**src/gpalr_defines.vh**
```
// register map, field layout and reset values of the gpio port block
`ifndef GPALR_DEFINES_VH
`define GPALR_DEFINES_VH
`define GPALR_ADDR_W 12
`define GPALR_NUM_FIELDS 9
`define GPALR_F_DOUT 4'h0
`define GPALR_F_DIR 4'h1
`define GPALR_F_ALT 4'h2
`define GPALR_F_ALT_SET_SELECT_ONE 4'h3
`define GPALR_F_ALT_SET_SELECT_TWO 4'h4
`define GPALR_F_OD 4'h5
`define GPALR_F_HDRV 4'h6
`define GPALR_F_PULL 4'h7
`define GPALR_F_SMR 4'h8
`define GPALR_F_IN 4'h9
`define GPALR_OFF_LED_EN 12'h100
`define GPALR_OFF_LED_HI 12'h104
`define GPALR_OFF_LED_LO 12'h108
`define GPALR_OFF_RST_CTL 12'h10C
`define GPALR_RST_DIR 8'hFF
`define GPALR_RST_ZERO 8'h00
`define GPALR_MASK_S_A 8'h3F
`define GPALR_MASK_M_A 8'hFF
`define GPALR_MASK_M_B 8'h0F
`define GPALR_MASK_M_C 8'h0F
`define GPALR_MASK_L_BC 8'hFF
`define GPALR_MASK_D 8'h01
`define GPALR_PKG_SMALL 2'h0
`define GPALR_PKG_MID 2'h1
`define GPALR_PKG_LARGE 2'h2
`define GPALR_RESP_OKAY 2'h0
`define GPALR_RESP_SLVERR 2'h2
`endif

```
**src/gpalr_sync.v**
```verilog
// two-flop synchroniser for asynchronous pin levels
`timescale 1ns/10ps
`default_nettype none
module gpalr_sync #(
  parameter WIDTH = 32
) (
  input wire aclk, // system clock
  input wire aresetn, // synchronous reset, active low
  input wire [WIDTH-1:0] async_in, // raw pin levels
  output reg [WIDTH-1:0] sync_out // levels safe to use
);
  reg [WIDTH-1:0] meta_reg;

  always @(posedge aclk)
  begin
    if (!aresetn)
    begin
      meta_reg <= {WIDTH{1'b1}};
      sync_out <= {WIDTH{1'b1}};
    end
    else
    begin
      meta_reg <= async_in;
      sync_out <= meta_reg;
    end
  end
endmodule
`default_nettype wire

```
**src/gpalr_pin.v**
```verilog
// single pin driver: gpio, alternate function, led sink and reset overrides
`timescale 1ns/10ps
`default_nettype none
module gpalr_pin (
  input wire aclk, // system clock
  input wire aresetn, // synchronous reset, active low
  input wire gpio_dout, // port output data
  input wire gpio_dir_in, // 1 = pin is an input
  input wire open_drain, // open-drain output selected
  input wire alt_en, // alternate function enabled
  input wire alt_dout, // selected peripheral output
  input wire alt_oe, // selected peripheral direction
  input wire led_mode, // led current sink active
  input wire osc_force, // crystal oscillator owns the pin
  input wire rst_mode, // pin acts as reset pin
  input wire rst_drive, // chip drives reset low
  input wire od_only, // gpio mode is output-only open drain
  output reg pin_out, // pad output level
  output reg pin_oe // pad output enable
);
  reg val;
  reg drv;
  reg odm;

  always @*
  begin
    val = gpio_dout;
    drv = ~gpio_dir_in;
    odm = open_drain;
    if (osc_force)
    begin
      val = 1'b0;
      drv = 1'b0;
      odm = 1'b0;
    end
    else if (rst_mode)
    begin
      val = 1'b0;
      drv = 1'b1;
      odm = 1'b1;
      if (!rst_drive)
        val = 1'b1;
    end
    else if (led_mode)
    begin
      val = 1'b0;
      drv = 1'b1;
      odm = 1'b0;
    end
    else if (alt_en)
    begin
      val = alt_dout;
      drv = alt_oe;
    end
    else if (od_only)
    begin
      drv = 1'b1;
      odm = 1'b1;
    end
  end

  // registered so pad outputs never glitch on config writes
  always @(posedge aclk)
  begin
    if (!aresetn)
    begin
      pin_out <= 1'b0;
      pin_oe <= 1'b0;
    end
    else
    begin
      pin_out <= odm ? 1'b0 : val;
      pin_oe <= odm ? (drv & ~val) : drv;
    end
  end
endmodule
`default_nettype wire

```
**src/gpalr_top.v**
```verilog
// gpio ports a-d with axi4-lite registers, alternate functions, led sink, reset pin
//
// Implementation choices: the address map and the AXI4-Lite interface to the registers.
`timescale 1ns/10ps
`default_nettype none
`include "gpalr_defines.vh"
module gpalr_top #(
  parameter [1:0] PKG = `GPALR_PKG_LARGE // package selection
) (
  input wire aclk, // system clock
  input wire aresetn, // synchronous reset, active low
  input wire [11:0] s_axi_awaddr, // write address
  input wire s_axi_awvalid, // write address valid
  output wire s_axi_awready, // write address ready
  input wire [31:0] s_axi_wdata, // write data
  input wire [3:0] s_axi_wstrb, // write byte strobes
  input wire s_axi_wvalid, // write data valid
  output wire s_axi_wready, // write data ready
  output reg [1:0] s_axi_bresp, // write response
  output reg s_axi_bvalid, // write response valid
  input wire s_axi_bready, // write response ready
  input wire [11:0] s_axi_araddr, // read address
  input wire s_axi_arvalid, // read address valid
  output wire s_axi_arready, // read address ready
  output reg [31:0] s_axi_rdata, // read data
  output reg [1:0] s_axi_rresp, // read response
  output reg s_axi_rvalid, // read data valid
  input wire s_axi_rready, // read data ready
  input wire [7:0] pa_in, // port a pad input
  output wire [7:0] pa_out, // port a pad output
  output wire [7:0] pa_oe, // port a pad output enable
  input wire [7:0] pb_in, // port b pad input
  output wire [7:0] pb_out, // port b pad output
  output wire [7:0] pb_oe, // port b pad output enable
  input wire [7:0] pc_in, // port c pad input
  output wire [7:0] pc_out, // port c pad output
  output wire [7:0] pc_oe, // port c pad output enable
  input wire [7:0] pd_in, // port d pad input
  output wire [7:0] pd_out, // port d pad output
  output wire [7:0] pd_oe, // port d pad output enable
  input wire [127:0] alt_dout, // peripheral outputs, port*32+set*8+bit
  input wire [127:0] alt_oe, // peripheral directions, same layout
  output wire [31:0] io_sync, // synchronised pin levels to peripherals
  output wire [31:0] pull_up_en, // pull-up enables, port*8+bit
  output wire [31:0] high_drive_en, // high drive enables
  output wire [31:0] smr_src_en, // stop-mode recovery source enables
  output wire [63:0] alt_set_sel, // active function set per pin
  input wire osc_xtal_en, // crystal oscillator enabled
  input wire [1:0] tmr_cmp_out, // timer 0/1 in complement-output mode
  input wire sys_rst_drive, // chip reset in progress, drive pin low
  output wire ext_rst_req_n, // reset request from reset pin, low active
  output wire [7:0] led_sink_on, // port c led driver on
  output wire [15:0] led_level // per pin level {high,low}
);
  localparam NCFG = 4 * `GPALR_NUM_FIELDS;

  reg [7:0] cfg_reg [0:NCFG-1];
  reg [7:0] led_sink_enable_reg;
  reg [7:0] led_level_high_reg;
  reg [7:0] led_level_low_reg;
  reg rst_gpio_reg;
  reg [11:0] aw_addr_reg;
  reg aw_full_reg;
  reg [7:0] w_data_reg;
  reg w_en_reg;
  reg w_full_reg;
  reg [31:0] rd_next;
  reg rd_ok;
  wire [31:0] pins_in;
  wire [31:0] pins_out;
  wire [31:0] pins_oe;
  wire [31:0] alt_en_v;
  wire [31:0] alt_set_select_one_v;
  wire [31:0] alt_set_select_two_v;
  wire [31:0] in_view;
  wire [31:0] dout_v;
  wire [31:0] dir_v;
  wire [31:0] od_v;
  wire [31:0] impl_v;
  wire [7:0] rst_pin_mask;
  integer i;

  // implemented pins of a port for the chosen package
  function [7:0] port_mask;
    input [1:0] port;
    begin
      port_mask = `GPALR_RST_ZERO;
      case (PKG)
        `GPALR_PKG_SMALL:
          if (port == 2'h0)
            port_mask = `GPALR_MASK_S_A;
        `GPALR_PKG_MID:
          case (port)
            2'h0: port_mask = `GPALR_MASK_M_A;
            2'h1: port_mask = `GPALR_MASK_M_B;
            2'h2: port_mask = `GPALR_MASK_M_C;
            default: port_mask = `GPALR_MASK_D;
          endcase
        default:
          case (port)
            2'h0: port_mask = `GPALR_MASK_M_A;
            2'h3: port_mask = `GPALR_MASK_D;
            default: port_mask = `GPALR_MASK_L_BC;
          endcase
      endcase
    end
  endfunction

  // index of a port field in the config array
  function [5:0] cfg_idx;
    input [1:0] port;
    input [3:0] field;
    begin
      cfg_idx = port * 6'd9 + {2'b00, field};
    end
  endfunction

  // per-field vector over all 32 pins, masked to implemented pins
  function [31:0] field_vec;
    input [3:0] field;
    begin
      field_vec = {cfg_reg[cfg_idx(2'h3, field)] & port_mask(2'h3),
                   cfg_reg[cfg_idx(2'h2, field)] & port_mask(2'h2),
                   cfg_reg[cfg_idx(2'h1, field)] & port_mask(2'h1),
                   cfg_reg[cfg_idx(2'h0, field)] & port_mask(2'h0)};
    end
  endfunction

  gpalr_sync #(
    .WIDTH(32)
  ) u_sync (
    .aclk(aclk),
    .aresetn(aresetn),
    .async_in({pd_in, pc_in, pb_in, pa_in}),
    .sync_out(pins_in)
  );

  // reset pin lives on port a bit two for the small package, else port d bit 0
  assign rst_pin_mask = (PKG == `GPALR_PKG_SMALL) ? 8'h04 : 8'h01;

  assign alt_en_v = field_vec(`GPALR_F_ALT);
  assign alt_set_select_one_v = field_vec(`GPALR_F_ALT_SET_SELECT_ONE);
  assign alt_set_select_two_v = field_vec(`GPALR_F_ALT_SET_SELECT_TWO);
  assign dout_v = field_vec(`GPALR_F_DOUT);
  assign dir_v = field_vec(`GPALR_F_DIR);
  assign od_v = field_vec(`GPALR_F_OD);
  assign impl_v = {port_mask(2'h3), port_mask(2'h2), port_mask(2'h1),
                   port_mask(2'h0)};

  genvar g;
  generate
    for (g = 0; g < 32; g = g + 1)
    begin : g_pin
      localparam P = g / 8;
      localparam B = g % 8;
      wire [1:0] set_sel;
      wire is_rst;
      wire osc;
      wire tmr_pin;
      wire led;
      wire sel_oe;
      // ports a and d have a single alternate, set bits are ignored
      assign set_sel = (P == 0 || P == 3) ? 2'b00 :
                       {alt_set_select_two_v[g], alt_set_select_one_v[g]};
      assign alt_set_sel[2*g+1:2*g] = set_sel;
      assign is_rst = (P == ((PKG == `GPALR_PKG_SMALL) ? 0 : 3)) &&
                      rst_pin_mask[B] && !rst_gpio_reg;
      assign osc = (P == 0) && (B < 2) && osc_xtal_en;
      assign tmr_pin = (P == 0) && (B == 0 || B == 6);
      assign sel_oe = tmr_pin ? tmr_cmp_out[B/6] :
                      alt_oe[P*32+set_sel*8+B];
      // led sink only on port c, with the driver enable set
      assign led = (P == 2) && alt_en_v[g] && alt_set_select_one_v[g] &&
                   led_sink_enable_reg[B];
      gpalr_pin u_pin (
        .aclk(aclk),
        .aresetn(aresetn),
        .gpio_dout(dout_v[g]),
        // missing pins are held as inputs so they can never drive
        .gpio_dir_in(dir_v[g] | ~impl_v[g]),
        .open_drain(od_v[g]),
        .alt_en(alt_en_v[g]),
        .alt_dout(alt_dout[P*32+set_sel*8+B]),
        .alt_oe(sel_oe),
        .led_mode(led),
        .osc_force(osc),
        .rst_mode(is_rst),
        .rst_drive(sys_rst_drive),
        .od_only((P == 3) && (B == 0) && impl_v[g]),
        .pin_out(pins_out[g]),
        .pin_oe(pins_oe[g])
      );
    end
  endgenerate

  assign {pd_out, pc_out, pb_out, pa_out} = pins_out;
  assign {pd_oe, pc_oe, pb_oe, pa_oe} = pins_oe;

  // port d bit zero never reads as input in gpio mode; crystal pins read 0
  assign in_view = io_sync;
  assign io_sync = pins_in & {8'h00 | (port_mask(2'h3) & 8'hFE),
                   port_mask(2'h2), port_mask(2'h1),
                   port_mask(2'h0) & (osc_xtal_en ? 8'hFC : 8'hFF)};

  assign pull_up_en = field_vec(`GPALR_F_PULL) & 32'hFEFF_FFFF;
  assign high_drive_en = field_vec(`GPALR_F_HDRV) & 32'hFEFF_FFFF;
  assign smr_src_en = field_vec(`GPALR_F_SMR) & 32'hFEFF_FFFF;

  // reset request follows the pin only while it serves as reset
  assign ext_rst_req_n = rst_gpio_reg |
                         ((PKG == `GPALR_PKG_SMALL) ? pins_in[2] :
                          pins_in[24]);
  assign led_sink_on = led_sink_enable_reg & port_mask(2'h2);
  generate
    for (g = 0; g < 8; g = g + 1)
    begin : g_led
      assign led_level[2*g+1:2*g] = {led_level_high_reg[g],
                                     led_level_low_reg[g]};
    end
  endgenerate

  // axi4-lite write: address and data taken in either order
  assign s_axi_awready = !aw_full_reg && !s_axi_bvalid;
  assign s_axi_wready = !w_full_reg && !s_axi_bvalid;
  assign s_axi_arready = !s_axi_rvalid;

  wire [11:0] wa = aw_full_reg ? aw_addr_reg : s_axi_awaddr;
  wire [7:0] wd = w_full_reg ? w_data_reg : s_axi_wdata[7:0];
  wire we_lane = w_full_reg ? w_en_reg : s_axi_wstrb[0];
  wire aw_have = aw_full_reg || (s_axi_awvalid && s_axi_awready);
  wire w_have = w_full_reg || (s_axi_wvalid && s_axi_wready);
  wire do_write = aw_have && w_have && !s_axi_bvalid;
  wire wa_cfg = (wa[11:8] == 4'h0) && (wa[5:2] < 4'd9) && (wa[1:0] == 2'b00);
  wire wa_led = (wa[11:4] == 8'h10) && (wa[1:0] == 2'b00);

  always @(posedge aclk)
  begin
    if (!aresetn)
    begin
      for (i = 0; i < NCFG; i = i + 1)
        cfg_reg[i] <= ((i % 9) == 1) ? `GPALR_RST_DIR : `GPALR_RST_ZERO;
      led_sink_enable_reg <= `GPALR_RST_ZERO;
      led_level_high_reg <= `GPALR_RST_ZERO;
      led_level_low_reg <= `GPALR_RST_ZERO;
      rst_gpio_reg <= 1'b0;
      aw_full_reg <= 1'b0;
      aw_addr_reg <= 12'h000;
      w_full_reg <= 1'b0;
      w_data_reg <= 8'h00;
      w_en_reg <= 1'b0;
      s_axi_bvalid <= 1'b0;
      s_axi_bresp <= `GPALR_RESP_OKAY;
    end
    else
    begin
      if (s_axi_awvalid && s_axi_awready && !do_write)
      begin
        aw_full_reg <= 1'b1;
        aw_addr_reg <= s_axi_awaddr;
      end
      if (s_axi_wvalid && s_axi_wready && !do_write)
      begin
        w_full_reg <= 1'b1;
        w_data_reg <= s_axi_wdata[7:0];
        w_en_reg <= s_axi_wstrb[0];
      end
      if (s_axi_bvalid && s_axi_bready)
        s_axi_bvalid <= 1'b0;
      if (do_write)
      begin
        aw_full_reg <= 1'b0;
        w_full_reg <= 1'b0;
        s_axi_bvalid <= 1'b1;
        s_axi_bresp <= (wa_cfg || wa_led) ? `GPALR_RESP_OKAY :
                       `GPALR_RESP_SLVERR;
        if (we_lane && wa_cfg)
          cfg_reg[cfg_idx(wa[7:6], wa[5:2])] <= wd &
                                                 port_mask(wa[7:6]);
        if (we_lane && wa_led)
          case (wa)
            `GPALR_OFF_LED_EN: led_sink_enable_reg <= wd;
            `GPALR_OFF_LED_HI: led_level_high_reg <= wd;
            `GPALR_OFF_LED_LO: led_level_low_reg <= wd;
            default: rst_gpio_reg <= wd[0];
          endcase
      end
    end
  end

  // read decode; unmapped addresses answer slverr with zero data
  wire [11:0] ra = s_axi_araddr;
  always @*
  begin
    rd_next = 32'h0000_0000;
    rd_ok = 1'b1;
    if (ra[1:0] != 2'b00 || ra[11:9] != 3'h0)
      rd_ok = 1'b0;
    else if (!ra[8])
    begin
      if (ra[5:2] == `GPALR_F_IN)
        rd_next[7:0] = in_view[ra[7:6]*8 +: 8] & port_mask(ra[7:6]) &
                       ((ra[7:6] == 2'h3 && rst_gpio_reg) ? 8'hFE : 8'hFF);
      else if (ra[5:2] < 4'd9)
        rd_next[7:0] = cfg_reg[cfg_idx(ra[7:6], ra[5:2])];
      else
        rd_ok = 1'b0;
    end
    else
      case (ra)
        `GPALR_OFF_LED_EN: rd_next[7:0] = led_sink_enable_reg;
        `GPALR_OFF_LED_HI: rd_next[7:0] = led_level_high_reg;
        `GPALR_OFF_LED_LO: rd_next[7:0] = led_level_low_reg;
        `GPALR_OFF_RST_CTL: rd_next[0] = rst_gpio_reg;
        default: rd_ok = 1'b0;
      endcase
  end

  always @(posedge aclk)
  begin
    if (!aresetn)
    begin
      s_axi_rvalid <= 1'b0;
      s_axi_rdata <= 32'h0000_0000;
      s_axi_rresp <= `GPALR_RESP_OKAY;
    end
    else if (s_axi_arvalid && s_axi_arready)
    begin
      s_axi_rvalid <= 1'b1;
      s_axi_rdata <= rd_next;
      s_axi_rresp <= rd_ok ? `GPALR_RESP_OKAY : `GPALR_RESP_SLVERR;
    end
    else if (s_axi_rready)
      s_axi_rvalid <= 1'b0;
  end
endmodule
`default_nettype wire

```
**config.mk**
```make
export PLATFORM = sky130hd
export DESIGN_NAME = gpalr_top
export DESIGN_NICKNAME = d
export VERILOG_FILES = /design/src/gpalr_sync.v /design/src/gpalr_pin.v /design/src/gpalr_top.v
export VERILOG_INCLUDE_DIRS = /design/src
export SDC_FILE = /design/constraint.sdc
export NUM_CORES = 1
export LEC_CHECK = 0
export BUFFER_PORTS_ARGS = -buffer_cell sky130_fd_sc_hd__buf_2
export CORE_MARGIN = 2
export CORE_UTILIZATION = 30
export CTS_BUF_LIST = sky130_fd_sc_hd__clkbuf_16
export DETAILED_ROUTE_END_ITERATION = 6
export SETUP_SLACK_MARGIN = 0.1
export SLEW_MARGIN = 10
export SYNTH_ARGS = -nofsm -noshare
export SYNTH_HDL_FRONTEND = slang
export SYNTH_SLANG_ARGS = --single-unit
```
**constraint.sdc**
```tcl
create_clock -name aclk -period 4.8 [get_ports aclk]
set_input_delay 0.72 -clock aclk [delete_from_list [all_inputs] [get_ports aclk]]
set_output_delay 0.72 -clock aclk [all_outputs]
set_load 0.02 [all_outputs]
```
==> run metrics <==
power density over cell area=393.9 mW/mm²; crit-path max cell delay=0.69 ns; WP depth=11; met3 WL post-DR=8915 µm; total iterations of the first detailed-routing run=7; Overall Power=14540 µW; CTS tree=done; Comb pwr share=14.2%; crit-path cells=mux2i_1, inv_1, ha_1, ha_1, fa_1, inv_1, nand4_1, nor2_1, buf_4, nand2_1, nand2_1; Area growth, synth to finish=19.87%; Die ar.=0.1052 mm²; post-synth top area cell=edfxtp_1; CP Launch Type=flip-flop; worst skew pair latency=0.64 ns; Top Metal Used=met5; Residual DRC=0; fmax=228.4 MHz; # Post-CTS Setup Buffers=0; Synth cell types=78; Reg power frac=44.8%; synth top area cells=edfxtp_1 50%, dfxtp_1 10%, mux4_2 10%; Async S/R FF share, synth=0%; IO buf count=430; Sw Share=26.70%; CTS buffer count=78; Ports=681; max cap viols=0; max reg flops=512; post-synthesis sequential area ratio=60.33%; slowest cell on the critical path=dfxtp_1; fraction of layout cells with a size suffix above 1=31.52%; CP top delay family=adder cells; critical path arrival=4.64 ns; antenna violations before repair=5; post-synthesis area per instance=13.38 µm²; Fin Setup TNS=0 ns; Worst Max-Slew Pin Slew=1.120 ns; Initial DRC Count=2152; Final HPWL DP=77750 µm; Hold Worst Slack=0.2678 ns; clock skew=0.03781 ns; crit-path max FO=12; Psw=3882 µW; Finish-stage setup viols=0; Slew HR=25.24%; Syn Inst Count=2302; largest net degree at the start of global routing=67; Finished Core Util=36.28%; post-synthesis register bit count=672; Hold Violations, Final=0; yosys warns=0; H-tree levels=3; vias in the first global route=20290; remaining antenna violation count after routing=0; Hold Path Stages=2; # clock sinks=672; Initial Util=30.27%; Setup crit end kind=flip-flop; Tcrit/Tclk final=91.23%; row cnt=117; Nets=3128; post-route cell area=0.03691 mm²; P_leak=0.01423 µW; Int Pwr=10660 µW; DP Area=0.03431 mm²; routed len/inst=24.67 µm; drt total wl=103400 µm; CTS clk-pin slew, worst paths=0.06 ns; commonest non-fill, non-tap cell in the layout=edfxtp_1; Slew Limit Fails=0; CP bufs+invs=3; M1 WL=41500 µm; Die Span X=324.4 µm; RSZ-0062 raised after global routing=no; maximum buffer depth of the clock tree=3; Worst Hold Class=primary input to flip-flop; first-pass GRT wire length=146500 µm; gpl congestion=0.9573; Root Buffer=clkbuf_16; Die H=324.4 µm; GRT overflow=0; Mapped Area=0.03079 mm²; cells on worst reg2reg path=11; vias=20730; ys flop type=edfxtp_1; minimum clock period=4.379 ns; run status=completed; Crit Path Class=flip-flop to flip-flop; Avg Vias per Cell=4.946; most frequent cells in the layout=512 x edfxtp_1, 429 x buf_2, 332 x nor2_1, 183 x nand2_1, 160 x dfxtp_1; Core ar.=0.1017 mm²; Post-CTS Resized=0; metal2 WL=49900 µm; Post-synth EDFFs=512; Yosys top cell area share=49.93%; # hold bufs at CTS=0; maximum vdd drop=0.0002474 V; gr usage total=19.14%; Worst Path Required=5.06 ns; Clk pwr share=41.0%
final cells by class:
cell class                 instances  area [µm²]
clock buffer                      81        2027
timing repair buffer             563        3232
inverter                          31       116.4
antenna                            3       7.507
sequential                       672       18580
multi-input combinational       1409       10670
clock inverter                    64       570.5
tap                             1368        1712
fill                            9854       64830
stage by stage:
stage          setup slack (ns)  std cells
3_3_place_gp             0.5475       4043
3_5_place_dp             0.4803       4043
5_1_grt                  0.2577       4190
2_1_floorplan             1.002       2405
6_report                 0.4210       4191
4_1_cts                  0.4930       4188
path summary, 6_finish.rpt:
check | from | end | slack (ns)
setup reg to reg | aw_full_reg | cfg_reg[2][0] | 0.42
hold reg to reg | u_sync.meta_reg[15] | u_sync.sync_out[15] | 0.40
hold / removal | pd_in[0] | u_sync.meta_reg[24] | 0.27
setup / recovery | aw_full_reg | cfg_reg[2][0] | 0.42
power groups by stage:
stage          clock network [µW]  logic, µW  registers [µW]
4_1_cts                      6040       2070            6510
3_5_place_dp                    0       2060            6640
3_3_place_gp                    0       2050            6630
5_1_grt                      6270       2170            6520
6_report                     5970       2060            6510
2_1_floorplan                   0       1310            6620
synthesized netlist by cell type, types with 10 or more instances:
library cell  number
edfxtp_1         512
nor2_1           332
buf_4            192
nand2_1          183
dfxtp_1          160
mux2i_1          143
mux4_2           138
clkbuf_1          70
nand2b_1          64
nor2b_1           56
o21ai_0           50
a21oi_1           47
inv_1             31
mux2_2            30
buf_2             25
nand3_1           21
a22oi_1           16
and3_1            16
and3b_1           13
ha_1              12
a211oi_1          11
nand2_2           10
cell families after synthesis:
| kind of cell | Yosys count | synth area share [%] |
|---|---|---|
| adders and majority gates | 14 | 0.6176 |
| DFF | 672 | 60.33 |
| buffers and inverters | 324 | 6.465 |
| and+or+nand+nor | 762 | 11.73 |
| AOI/OAI and AO/OA | 213 | 4.803 |
| xor gates and xnor gates | 5 | 0.2032 |
| muxes | 311 | 15.84 |
| other | 1 | 0.01218 |
layer usage:
metal  vias up  track usage [%]
met1     10440            24.97
met4         6            5.945
li1       9100                -
met5         -                0
met2      1028            31.82
met3       151            4.036
Note: power is estimated with default switching activity, not from simulation.
